### src/common/alubit_consts.svh
// Purpose: Constants for the arithmetic, logic and I/O bit unit
// Assumes: 8-bit data, 5-bit bit-accessible I/O address
// Notes: Flag positions follow the core status register layout
`ifndef ALUBIT_CONSTS_SVH
`define ALUBIT_CONSTS_SVH
`define ALUBIT_FLAG_C 0
`define ALUBIT_FLAG_Z 1
`define ALUBIT_FLAG_N 2
`define ALUBIT_FLAG_V 3
`define ALUBIT_FLAG_S 4
`define ALUBIT_FLAG_H 5
`define ALUBIT_IO_MAX 6'h1f
`define ALUBIT_WORD_CYCLES 2'h2
`define ALUBIT_BYTE_ZERO 8'h00
`define ALUBIT_WORD_ZERO 16'h0000
`endif

### src/common/alubit_pkg.sv
// Purpose: Types for the arithmetic, logic and I/O bit unit
// Assumes: Used with alubit_consts.svh
// Notes: Op codes are internal to the core
package alubit_pkg;
  typedef enum logic [3:0] {
    ALUBIT_OP_NONE,
    ALUBIT_OP_ADD,
    ALUBIT_OP_ADC,
    ALUBIT_OP_SUB,
    ALUBIT_OP_SUBC,
    ALUBIT_OP_SUBK,
    ALUBIT_OP_SBCK,
    ALUBIT_OP_WADD,
    ALUBIT_OP_WSUB,
    ALUBIT_OP_AND,
    ALUBIT_OP_ANDK,
    ALUBIT_OP_OR,
    ALUBIT_OP_IOSET,
    ALUBIT_OP_IOCLR,
    ALUBIT_OP_SKIPSET,
    ALUBIT_OP_SKIPCLR
  } alubit_op_t;

  typedef struct packed {
    alubit_op_t op;
    logic [7:0] rd;
    logic [7:0] rd_hi;
    logic [7:0] rr;
    logic [7:0] k;
    logic [5:0] io_addr;
    logic [2:0] bit_sel;
    logic [7:0] io_rdata;
  } alubit_req_t;

  typedef struct packed {
    logic [7:0] mask;
    logic [5:0] addr;
  } alubit_io_wr_t;

  typedef enum logic {
    ALUBIT_ST_IDLE,
    ALUBIT_ST_WORD2
  } alubit_state_t;
endpackage

### src/alubit_unit.sv
// Purpose: Arithmetic, logic and I/O bit operations of an 8-bit core
// Assumes: Decoder issues one request per i_valid, honours o_busy
// Notes: Word ops take two clocks, all others one
`timescale 1ns/1ps
`default_nettype none
`include "alubit_consts.svh"

module alubit_unit import alubit_pkg::*; (
  input wire logic i_clk,
  input wire logic i_reset,
  input wire logic i_valid,
  input wire alubit_req_t i_req,
  input wire logic [7:0] i_sreg,
  output logic o_busy,
  output logic o_wr,
  output logic [7:0] o_wdata,
  output logic o_wr_hi,
  output logic [7:0] o_wdata_hi,
  output logic o_flag_wr,
  output logic [7:0] o_sreg,
  output logic o_io_wr,
  output alubit_io_wr_t o_io,
  output logic o_skip,
  output logic o_io_reject
);
  alubit_state_t state_q, state_d;
  alubit_req_t req_q;
  logic busy_q, wr_q, wr_hi_q, flag_wr_q, io_wr_q, skip_q, rej_q;
  logic [7:0] wdata_q, wdata_hi_q, sreg_q;
  alubit_io_wr_t io_q;

  wire logic take = i_valid && state_q == ALUBIT_ST_IDLE;
  wire alubit_op_t op = i_req.op;
  wire logic cin = i_sreg[`ALUBIT_FLAG_C];
  wire logic is_sub = op == ALUBIT_OP_SUB || op == ALUBIT_OP_SUBC ||
    op == ALUBIT_OP_SUBK || op == ALUBIT_OP_SBCK;
  wire logic is_add = op == ALUBIT_OP_ADD || op == ALUBIT_OP_ADC;
  wire logic use_c = op == ALUBIT_OP_ADC || op == ALUBIT_OP_SUBC ||
    op == ALUBIT_OP_SBCK;
  wire logic is_logic = op == ALUBIT_OP_AND || op == ALUBIT_OP_ANDK ||
    op == ALUBIT_OP_OR;
  wire logic is_word = op == ALUBIT_OP_WADD || op == ALUBIT_OP_WSUB;
  wire logic is_iobit = op == ALUBIT_OP_IOSET || op == ALUBIT_OP_IOCLR;
  wire logic is_skip = op == ALUBIT_OP_SKIPSET || op == ALUBIT_OP_SKIPCLR;
  wire logic io_ok = i_req.io_addr <= `ALUBIT_IO_MAX;

  // Byte arithmetic: constant forms take k as the operand
  wire logic [7:0] opb = (op == ALUBIT_OP_SUBK || op == ALUBIT_OP_SBCK ||
    op == ALUBIT_OP_ANDK) ? i_req.k : i_req.rr;
  wire logic c_in = use_c & cin;
  wire logic [8:0] sum = {1'b0, i_req.rd} + {1'b0, opb} + {8'h00, c_in};
  wire logic [8:0] dif = {1'b0, i_req.rd} - {1'b0, opb} - {8'h00, c_in};
  wire logic [7:0] ar = is_sub ? dif[7:0] : sum[7:0];
  wire logic [7:0] lr = op == ALUBIT_OP_OR ? (i_req.rd | opb)
    : (i_req.rd & opb);
  wire logic [7:0] res = is_logic ? lr : ar;
  wire logic ar_c = is_sub ? dif[8] : sum[8];
  wire logic ar_h = is_sub
    ? (~i_req.rd[3] & opb[3]) | (opb[3] & res[3]) | (res[3] & ~i_req.rd[3])
    : (i_req.rd[3] & opb[3]) | (opb[3] & ~res[3]) | (~res[3] & i_req.rd[3]);
  wire logic ar_v = is_sub
    ? (i_req.rd[7] & ~opb[7] & ~res[7]) | (~i_req.rd[7] & opb[7] & res[7])
    : (i_req.rd[7] & opb[7] & ~res[7]) | (~i_req.rd[7] & ~opb[7] & res[7]);

  // Word arithmetic on the latched pair, second clock
  wire logic [15:0] pair = {req_q.rd_hi, req_q.rd};
  wire logic [16:0] wsum = {1'b0, pair} + {9'h000, req_q.k};
  wire logic [16:0] wdif = {1'b0, pair} - {9'h000, req_q.k};
  wire logic w_sub = req_q.op == ALUBIT_OP_WSUB;
  wire logic [15:0] wres = w_sub ? wdif[15:0] : wsum[15:0];
  wire logic w_c = w_sub ? wdif[16] : wsum[16];
  wire logic w_v = w_sub ? (pair[15] & ~wres[15]) : (~pair[15] & wres[15]);

  // Byte flag image
  logic [7:0] bsreg;
  always_comb begin
    bsreg = i_sreg;
    bsreg[`ALUBIT_FLAG_Z] = res == `ALUBIT_BYTE_ZERO;
    bsreg[`ALUBIT_FLAG_N] = res[7];
    bsreg[`ALUBIT_FLAG_V] = is_logic ? 1'b0 : ar_v;
    if (!is_logic) begin
      bsreg[`ALUBIT_FLAG_C] = ar_c;
      bsreg[`ALUBIT_FLAG_H] = ar_h;
    end
  end

  // Word flag image; sreg may not change between clocks as core stalls
  logic [7:0] wsreg;
  always_comb begin
    wsreg = i_sreg;
    wsreg[`ALUBIT_FLAG_Z] = wres == `ALUBIT_WORD_ZERO;
    wsreg[`ALUBIT_FLAG_N] = wres[15];
    wsreg[`ALUBIT_FLAG_V] = w_v;
    wsreg[`ALUBIT_FLAG_C] = w_c;
    wsreg[`ALUBIT_FLAG_S] = wres[15] ^ w_v;
  end

  // One-hot mask for IOSET so write-one-to-clear neighbours see zero; IOCLR sends its inverse
  wire logic [7:0] bit_mask = 8'h01 << i_req.bit_sel;
  wire logic sel_bit = i_req.io_rdata[i_req.bit_sel];
  wire logic skip_d = is_skip && io_ok &&
    (op == ALUBIT_OP_SKIPSET ? sel_bit : ~sel_bit);

  always_comb begin
    state_d = state_q;
    unique case (state_q)
      ALUBIT_ST_IDLE: if (take && is_word) state_d = ALUBIT_ST_WORD2;
      ALUBIT_ST_WORD2: state_d = ALUBIT_ST_IDLE;
    endcase
  end

  always_ff @(posedge i_clk) begin
    if (i_reset) begin
      state_q <= ALUBIT_ST_IDLE;
      req_q <= '0;
    end else begin
      state_q <= state_d;
      if (take) req_q <= i_req;
    end
  end

  wire logic in_word2 = state_q == ALUBIT_ST_WORD2;
  wire logic byte_op = take && (is_add || is_sub || is_logic);

  always_ff @(posedge i_clk) begin
    if (i_reset) begin
      busy_q <= 1'b0;
      wr_q <= 1'b0;
      wr_hi_q <= 1'b0;
      flag_wr_q <= 1'b0;
      io_wr_q <= 1'b0;
      skip_q <= 1'b0;
      rej_q <= 1'b0;
      wdata_q <= `ALUBIT_BYTE_ZERO;
      wdata_hi_q <= `ALUBIT_BYTE_ZERO;
      sreg_q <= `ALUBIT_BYTE_ZERO;
      io_q <= '0;
    end else begin
      busy_q <= take && is_word;
      wr_q <= byte_op || in_word2;
      wr_hi_q <= in_word2;
      flag_wr_q <= byte_op || in_word2;
      wdata_q <= in_word2 ? wres[7:0] : res;
      wdata_hi_q <= wres[15:8];
      sreg_q <= in_word2 ? wsreg : bsreg;
      io_wr_q <= take && is_iobit && io_ok;
      rej_q <= take && (is_iobit || is_skip) && !io_ok;
      io_q.addr <= i_req.io_addr;
      io_q.mask <= op == ALUBIT_OP_IOSET ? bit_mask : ~bit_mask;
      skip_q <= take && skip_d;
    end
  end

  assign o_busy = busy_q;
  assign o_wr = wr_q;
  assign o_wdata = wdata_q;
  assign o_wr_hi = wr_hi_q;
  assign o_wdata_hi = wdata_hi_q;
  assign o_flag_wr = flag_wr_q;
  assign o_sreg = sreg_q;
  assign o_io_wr = io_wr_q;
  assign o_io = io_q;
  assign o_skip = skip_q;
  assign o_io_reject = rej_q;

  property p_add_one;
    @(posedge i_clk) disable iff (i_reset)
    (i_valid && !busy_q && !in_word2 && op == ALUBIT_OP_ADD) |=>
      o_wr && o_wdata == $past(i_req.rd + i_req.rr);
  endproperty
  a_add_one: assert property (p_add_one) else $error("add wrong");

  property p_word_two;
    @(posedge i_clk) disable iff (i_reset)
    (take && is_word) |=> o_busy && !o_wr ##1 o_wr && o_wr_hi;
  endproperty
  a_word_two: assert property (p_word_two) else $error("word timing");

  property p_sub_carry;
    @(posedge i_clk) disable iff (i_reset)
    (take && op == ALUBIT_OP_SUBC) |=>
      o_wdata == $past(i_req.rd - i_req.rr -
      {7'h00, i_sreg[`ALUBIT_FLAG_C]});
  endproperty
  a_sub_carry: assert property (p_sub_carry) else $error("sub carry");

  property p_subk;
    @(posedge i_clk) disable iff (i_reset)
    (take && op == ALUBIT_OP_SUBK) |=>
      o_wdata == $past(i_req.rd - i_req.k) && o_flag_wr;
  endproperty
  a_subk: assert property (p_subk) else $error("subk wrong");

  property p_word_sub;
    @(posedge i_clk) disable iff (i_reset)
    (take && op == ALUBIT_OP_WSUB) |=> ##1
      {o_wdata_hi, o_wdata} ==
      $past({i_req.rd_hi, i_req.rd} - {8'h00, i_req.k}, 2);
  endproperty
  a_word_sub: assert property (p_word_sub) else $error("word sub");

  property p_logic_v;
    @(posedge i_clk) disable iff (i_reset)
    (take && is_logic) |=> !o_sreg[`ALUBIT_FLAG_V] &&
      o_sreg[`ALUBIT_FLAG_C] == $past(i_sreg[`ALUBIT_FLAG_C]);
  endproperty
  a_logic_v: assert property (p_logic_v) else $error("logic flags");

  property p_io_range;
    @(posedge i_clk) disable iff (i_reset)
    o_io_wr |-> o_io.addr <= `ALUBIT_IO_MAX;
  endproperty
  a_io_range: assert property (p_io_range) else $error("io range");

  property p_one_bit;
    @(posedge i_clk) disable iff (i_reset)
    o_io_wr |-> ($past(op) == ALUBIT_OP_IOSET ? $onehot(o_io.mask)
      : $onehot(~o_io.mask));
  endproperty
  a_one_bit: assert property (p_one_bit) else $error("mask bits");

  property p_zero;
    @(posedge i_clk) disable iff (i_reset)
    o_flag_wr |-> o_sreg[`ALUBIT_FLAG_Z] == (o_wdata == `ALUBIT_BYTE_ZERO &&
      (!o_wr_hi || o_wdata_hi == `ALUBIT_BYTE_ZERO));
  endproperty
  a_zero: assert property (p_zero) else $error("zero flag");

  c_word: cover property (@(posedge i_clk) take && is_word ##2 o_wr_hi);
  c_skip: cover property (@(posedge i_clk) o_skip);
  c_io: cover property (@(posedge i_clk) o_io_wr);
  c_rej: cover property (@(posedge i_clk) o_io_reject);
endmodule // alubit_unit
`default_nettype wire

### config.mk
export PLATFORM = sky130hd
export DESIGN_NAME = alubit_unit
export DESIGN_NICKNAME = d
export VERILOG_FILES = /design/src/common/alubit_pkg.sv /design/src/alubit_unit.sv
export VERILOG_INCLUDE_DIRS = /design/src /design/src/common
export SDC_FILE = /design/constraint.sdc
export NUM_CORES = 1
export LEC_CHECK = 0
export ABC_AREA = 0
export BUFFER_PORTS_ARGS = -buffer_cell sky130_fd_sc_hd__clkbuf_2
export CAP_MARGIN = 20
export CORE_ASPECT_RATIO = 0.75
export CORE_UTILIZATION = 50
export DETAILED_ROUTE_END_ITERATION = 8
export PLACE_DENSITY_LB_ADDON = 0.15
export SYNTH_ARGS = -nofsm -noshare
export SYNTH_HDL_FRONTEND = slang
export SYNTH_SLANG_ARGS = --single-unit
### constraint.sdc
create_clock -name i_clk -period 3.7 [get_ports i_clk]
set_input_delay 0.555 -clock i_clk [delete_from_list [all_inputs] [get_ports i_clk]]
set_output_delay 0.555 -clock i_clk [all_outputs]
set_load 0.005 [all_outputs]
== Yosys cells after proc, flatten, opt, wreduce, memory -nomap -nowiden ==
Cells that the tools add are included.
Storage, ports and cells
  bits in registers: 73
  output and inout port bits: 45
  logic and storage cells: 128
Cells by class
  equal/unequal tests: 16
  mux-type cells: 21
  reductions and logical operators: 30
  magnitude comparators: 2
  shift operators: 1
  add/subtract/negate cells: 6
  bitwise operators: 36
Operators by type and width (number)
  $mux W8: 6
  $eq A4 B4 Y1 const B: 9
  $add A16 B8 Y17: 1
  $and A1 B1 Y1: 17
  $logic_or A1 B1 Y1: 17
  $sub A16 B8 Y17: 1
  $eq A4 B3 Y1 const B: 4
  $logic_not A16 Y1: 1
  $mux W16: 1
  $mux W1: 11
  $logic_and A1 B1 Y1: 10
  $add A8 B8 Y9: 1
  $add A9 B1 Y9: 1
  $not A1 Y1: 9
  $sub A8 B8 Y9: 1
  $sub A9 B1 Y9: 1
  $and A8 B8 Y8: 1
  $eq A4 B2 Y1 const B: 2
  $logic_not A8 Y1: 1
  $not A8 Y8: 1
  $or A8 B8 Y8: 1
  $shl A1 B3 Y8 const A: 1
  $le A6 B5 Y1 const B: 1
  $mux W6: 1
  other kinds (7): 12

== Depth between registers and ports, before layout ==
  depth after elaboration: 15
  mapped depth: 18
  gate-level depth less buffers: 16

== Worst setup path before layout ==
No wires, ideal clock.
  path kind: input to register
  from: in i_req[49] in the netlist's numbering
  to: reg sreg_q[1], in the netlist o_sreg[1]
  path slack: -275 ps
  data required time: 3631 ps
  arrival: 3907 ps
  stages: 16
  cell sequence: buf_1 > xor2_1 > a21oi_2 > mux2_2 > fa_1 > inv_1 > ha_1 > nand2_1 > a21boi_0 > o21a_1 > o21a_1 > or3_1 > nand3_1 > a21oi_1 > or4_1 > o21ai_1
Between the ends
  word-level cells in the longest chain between the ends: 10
  elaborated cells on any way between the ends: 30
  classes of those cells: add/sub (4); eq/ne (8); mux (5); bitwise (3); reduce/logical (10)
Ends and longest elaborated chain
  start, declared: RTL line alubit_unit.sv:12  | input wire alubit_req_t i_req,
  $eq A4 B3 Y1, on equally long branches: RTL line alubit_unit.sv:36, alubit_unit.sv:48, alubit_unit.sv:39
  $logic_or A1 B1 Y1 (2 in series): RTL line alubit_unit.sv:48  | wire logic [7:0] opb = (op == ALUBIT_OP_SUBK || op == ALUBIT_OP_SBCK ||
  $mux W8: RTL line alubit_unit.sv:49  | op == ALUBIT_OP_ANDK) ? i_req.k : i_req.rr;
  $add A8 B8 Y9 / $sub A8 B8 Y9 (equally long branches): RTL line alubit_unit.sv:51, alubit_unit.sv:52
  $add A9 B1 Y9 / $sub A9 B1 Y9 (equally long branches): RTL line alubit_unit.sv:51, alubit_unit.sv:52
  $mux W8: RTL line alubit_unit.sv:53  | wire logic [7:0] ar = is_sub ? dif[7:0] : sum[7:0];
  $mux W8 (*): RTL line alubit_unit.sv:56  | wire logic [7:0] res = is_logic ? lr : ar;
  $logic_not A8 Y1 (no line) (*)
  $mux W6 (*): RTL line alubit_unit.sv:145  | sreg_q <= in_word2 ? wsreg : bsreg;
  end signal, assigned: RTL line alubit_unit.sv:136  | sreg_q <= `ALUBIT_BYTE_ZERO;
  end signal, assigned: RTL line alubit_unit.sv:145
  end, declared: RTL line alubit_unit.sv:29  | logic [7:0] wdata_q, wdata_hi_q, sreg_q;
Every way passes the cells marked *; elsewhere a longest branch is shown, timed or not.
A chain may end at the register's enable or synchronous reset.

== Final worst setup path ==
  from: in i_req[49] in the netlist's numbering
  to: reg sreg_q[3], in the netlist o_sreg[3]
Between the ends
  word-level cells in the longest chain between the ends: 14
  elaborated cells on any way between the ends: 43
  classes of those cells: add/sub (4); eq/ne (8); mux (7); bitwise (15); reduce/logical (9)
Ends and longest elaborated chain
  $eq A4 B3 Y1, on equally long branches: RTL line alubit_unit.sv:36, alubit_unit.sv:48, alubit_unit.sv:39
  $logic_or A1 B1 Y1 (2 in series): RTL line alubit_unit.sv:48
  $mux W8: RTL line alubit_unit.sv:49
  $add A8 B8 Y9 / $sub A8 B8 Y9 (equally long branches): RTL line alubit_unit.sv:51, alubit_unit.sv:52
  $add A9 B1 Y9 / $sub A9 B1 Y9 (equally long branches): RTL line alubit_unit.sv:51, alubit_unit.sv:52
  $mux W8: RTL line alubit_unit.sv:53
  $mux W8: RTL line alubit_unit.sv:56
  $not A1 Y1: RTL line alubit_unit.sv:62, alubit_unit.sv:63
  $and A1 B1 Y1, on equally long branches: RTL line alubit_unit.sv:63, alubit_unit.sv:62
  $or A1 B1 Y1, on equally long branches: RTL line alubit_unit.sv:63, alubit_unit.sv:62
  $mux W1: RTL line alubit_unit.sv:62  | ? (i_req.rd[7] & ~opb[7] & ~res[7]) | (~i_req.rd[7] & opb[7] & res[7])
  $mux W1 (*): RTL line alubit_unit.sv:80  | bsreg[`ALUBIT_FLAG_V] = is_logic ? 1'b0 : ar_v;
  $mux W6 (*): RTL line alubit_unit.sv:145
Marked as above.

==> impl_metrics.py <==
metrics = {
    "power": {
        "p_int_mw": 1.742,
        "power_frac_comb_pct": 29.4,
        "p_leak_nw": 3.009,
        "vdd_drop_max_uv": 240.1,
        "p_per_area_mw_per_mm2": 387.8,
        "power_mw": 2.459,
        "p_seq_share_pct": 35.6,
        "clkPwrFrac_pct": 35.1,
        "switching_power_uw": 716.8,
        "p_sw_share_pct": 29.15,
    },
    "global_route": {
        "grt_pass1_wl_um": 20380,
        "overflow": 0,
        "grt_pass1_vias": 4424,
        "grt_max_degree": 71,
        "antenna_found_initial": 0,
        "track_usage_pct": 24.67,
    },
    "synthesis": {
        "synth-seq-cells": 73,
        "yosysWarnings": 0,
        "ys_seq_area_share_pct": 28.90,
        "syn_area_mm2": 0.005056,
        "synth_flop_cell": "dfxtp_1",
        "synth_edf_count": 0,
        "synth_cells": 644,
        "synth.avg_cell_area_um2": 7.851,
        "async_flop_share_pct": 0,
        "syn-num-nets": 762,
        "synth_cell_types": 68,
    },
    "placed_design": {
        "dp_hpwl_um": 9829,
        "place_ws_ps": -220.9,
        "port_buffers": 105,
        "finalWeightedCongestion": 0.8838,
        "dpl-instance-area_mm2": 0.006016,
    },
    "run": {
        "maxCapViolCount": 0,
    },
    "route": {
        "ant_nets": 0,
        "vias": 4846,
        "drtIter0Drc": 267,
        "drt-total-wl_um": 12690,
        "dr.pass1.iters": 5,
        "wl_per_cell_um": 14.00,
        "drc": 0,
        "avgViaCountPerCell": 5.343,
    },
    "clock_tree": {
        "cts_root_buffer": "clkbuf_16",
        "clkTransAtPathRegs_ps": 50,
        "cts_buffers": 9,
        "post_cts_buffers": 0,
        "clock_latency_ps": 330,
        "cts_tree": "built",
        "htreeDepth": 3,
        "cts_buffer_depth": 2,
        "hold_buffers": 0,
        "cts.sinks": 73,
    },
    "cells_and_area": {
        "regArea_mm2": 0.001461,
        "fillers": 897,
        "multi_input_area_mm2": 0.003307,
        "areaGrowthSynthToFinish_pct": 25.39,
        "design_area_mm2": 0.006340,
        "n_antenna_cell": 0,
        "layout-drive-gt1-share_pct": 25.68,
        "num-nets-final": 889,
    },
    "setup_path": {
        "worstSetupPathType": "input port to flop",
        "critPathRequiredTime_ps": 3930,
        "r2r_slack_ps": 700,
        "crit_arrival_ps": 3780,
        "cp_max_fo": 4,
        "crit_path_start_kind": "input port",
        "cp-end-kind": "flop",
    },
    "timing": {
        "clock.fmax_ghz": 0.2815,
        "relSlewSlack_pct": 42.61,
        "slew_viol_final": 0,
        "hold_viol_final": 0,
        "final.setup_skew_ps": 5.828,
        "layout_setup_ws_ps": 147.5,
        "hold-worst-slack_ps": 409.9,
        "tightest_slew_ps": 858.5,
        "fin_crit_sh_pct": 96.01,
        "setup_violations": 0,
        "fin_setup_tns_ps": 0,
        "min_period_ps": 3552,
    },
    "outcome": {
        "status": "complete, no violations",
    },
    "die": {
        "fp.coreArea_mm2": 0.009736,
        "ios": 109,
        "fp.dieH_um": 89.09,
        "dieArea_mm2": 0.01052,
        "start_util_pct": 51.93,
        "rows": 31,
        "fp.dieW_um": 118.1,
    },
    "min_path": {
        "hold_class": "input port to flop",
    },
}
==> stage by stage <==
stage	instances	util (%)
floorplan	644	-
global placement	891	61.79
detailed placement	891	61.79
CTS	906	64.84
global route	907	65.12
finish	907	65.12
==> per-layer routing <==
| metal | global-route usage [%] | share of wire [%] |
|---|---|---|
| met3 | 5.421 | 6.8 |
| met2 | 41.60 | 46 |
| met5 | 0 | 0 |
| met4 | 8.741 | 1.2 |
| met1 | 31.59 | 46 |
==> repair_timing <==
action	4_1_cts	5_1_grt
endpoints found under the setup margin	0	2
endpoints found under the hold margin	0	0
gates resized for setup	0	6
==> final timing paths <==
kind	startpoint	end	depth (start not counted)
hold reg to reg	req_q[52]	req_q[52]	2
setup / recovery	i_req[49]	o_sreg[3]	17
hold / removal	i_req[16]	o_io_wr	2
setup reg to reg	req_q[17]	o_sreg[1]	12
==> cell usage after synthesis (3+ instances only) <==
master / n / area share (%)
mux2i_1: 8 / 1.6
nor2b_1: 18 / 2.2
a31oi_1: 6 / 0.74
o22ai_1: 3 / 0.37
dfxtp_1: 73 / 29
o21a_1: 5 / 0.74
nor2_1: 63 / 4.7
nand2b_1: 5 / 0.62
inv_1: 56 / 4.2
nand3b_1: 3 / 0.45
a211oi_1: 5 / 0.74
or4_1: 3 / 0.45
ha_1: 48 / 12
clkbuf_1: 23 / 1.7
nand3_1: 7 / 0.69
nor4_1: 6 / 0.74
a21oi_1: 65 / 6.4
a22oi_1: 5 / 0.74
nor3_1: 14 / 1.4
mux2_2: 8 / 1.8
xor2_1: 12 / 2.1
nand4_1: 3 / 0.37
fa_1: 6 / 2.4
a21o_1: 4 / 0.59
xnor2_1: 21 / 3.6
o21ai_0: 22 / 2.2
and3_1: 6 / 0.74
or3_1: 8 / 0.99
o41ai_1: 3 / 0.52
buf_2: 5 / 0.49
o21bai_1: 4 / 0.59
buf_1: 5 / 0.37
nand2_1: 78 / 5.8
==> placed cells by master (no fill, tap or decap), types with 4 or more instances in the layout <==
| cell | instances |
|---|---|
| clkbuf_2 | 105 |
| nand2_1 | 78 |
| dfxtp_1 | 73 |
| a21oi_1 | 65 |
| nor2_1 | 63 |
| inv_1 | 56 |
| ha_1 | 47 |
| buf_4 | 45 |
| xnor2_1 | 21 |
| o21ai_0 | 21 |
| nor2b_1 | 17 |
| nor3_1 | 14 |
| xor2_1 | 11 |
| clkbuf_16 | 9 |
| or3_1 | 7 |
| mux2i_1 | 7 |
| nand3_1 | 6 |
| a31oi_1 | 6 |
| and3_1 | 6 |
| mux2_2 | 5 |
| nand2b_1 | 5 |
| o21a_1 | 5 |
| a211oi_1 | 5 |
| a22oi_1 | 5 |
| nor4_1 | 5 |
| fa_1 | 5 |
| a21o_1 | 4 |
| o21bai_1 | 4 |
==> registers in the layout, indices dropped and copies added (netlist names) <==
register / count
o_wdata: 8
pair: 16
o_io: 14
o_skip: 1
o_sreg: 8
req_q: 12
o_io_reject: 1
o_flag_wr: 1
o_io_wr: 1
o_wr_hi: 1
in_word2: 1
o_wdata_hi: 8
o_busy: 1
==> final cells by class <==
class | count | share of cell area (%)
Multi-Input combinational cell | 478 | 52.16
Sequential cell | 73 | 23.05
Timing Repair Buffer | 153 | 14.19
Clock buffer | 12 | 4.046
Inverter | 56 | 3.316
Tap cell | 132 | 2.605
Clock inverter | 3 | 0.6315
==> critical path: stages <==
cell and delay [ps]:
clkbuf_2 130, xor2_2 210, a21oi_4 180, buf_6 150, mux2_4 310, ha_1 290, inv_1 130, ha_4 220
a21boi_0 140, o21a_1 190, o21a_1 200, or3_4 340, nand3_2 90, buf_4 120, mux2i_2 220, mux2i_1 110
a21o_1 180
==> kinds of logic after synthesis <==
family          Yosys count  synth area share (%)
mux                      18                 4.256
fa+ha+maj                54                 14.25
compound gates          144                 17.40
flops                    73                 28.90
simple gates            228                 21.70
buf+inv                  93                 7.448
xor+xnor                 34                 6.038
==> power groups by stage <==
stage | Combinational (mW) | Sequential [mW] | Clock (mW)
after floorplan | 0.446 | 0.887 | 0
final | 0.722 | 0.875 | 0.862
after detailed placement | 0.708 | 0.892 | 0
after global placement | 0.692 | 0.889 | 0
after CTS | 0.714 | 0.875 | 0.873
after global routing | 0.799 | 0.881 | 0.906
Note: power is estimated with default switching activity, not from simulation.
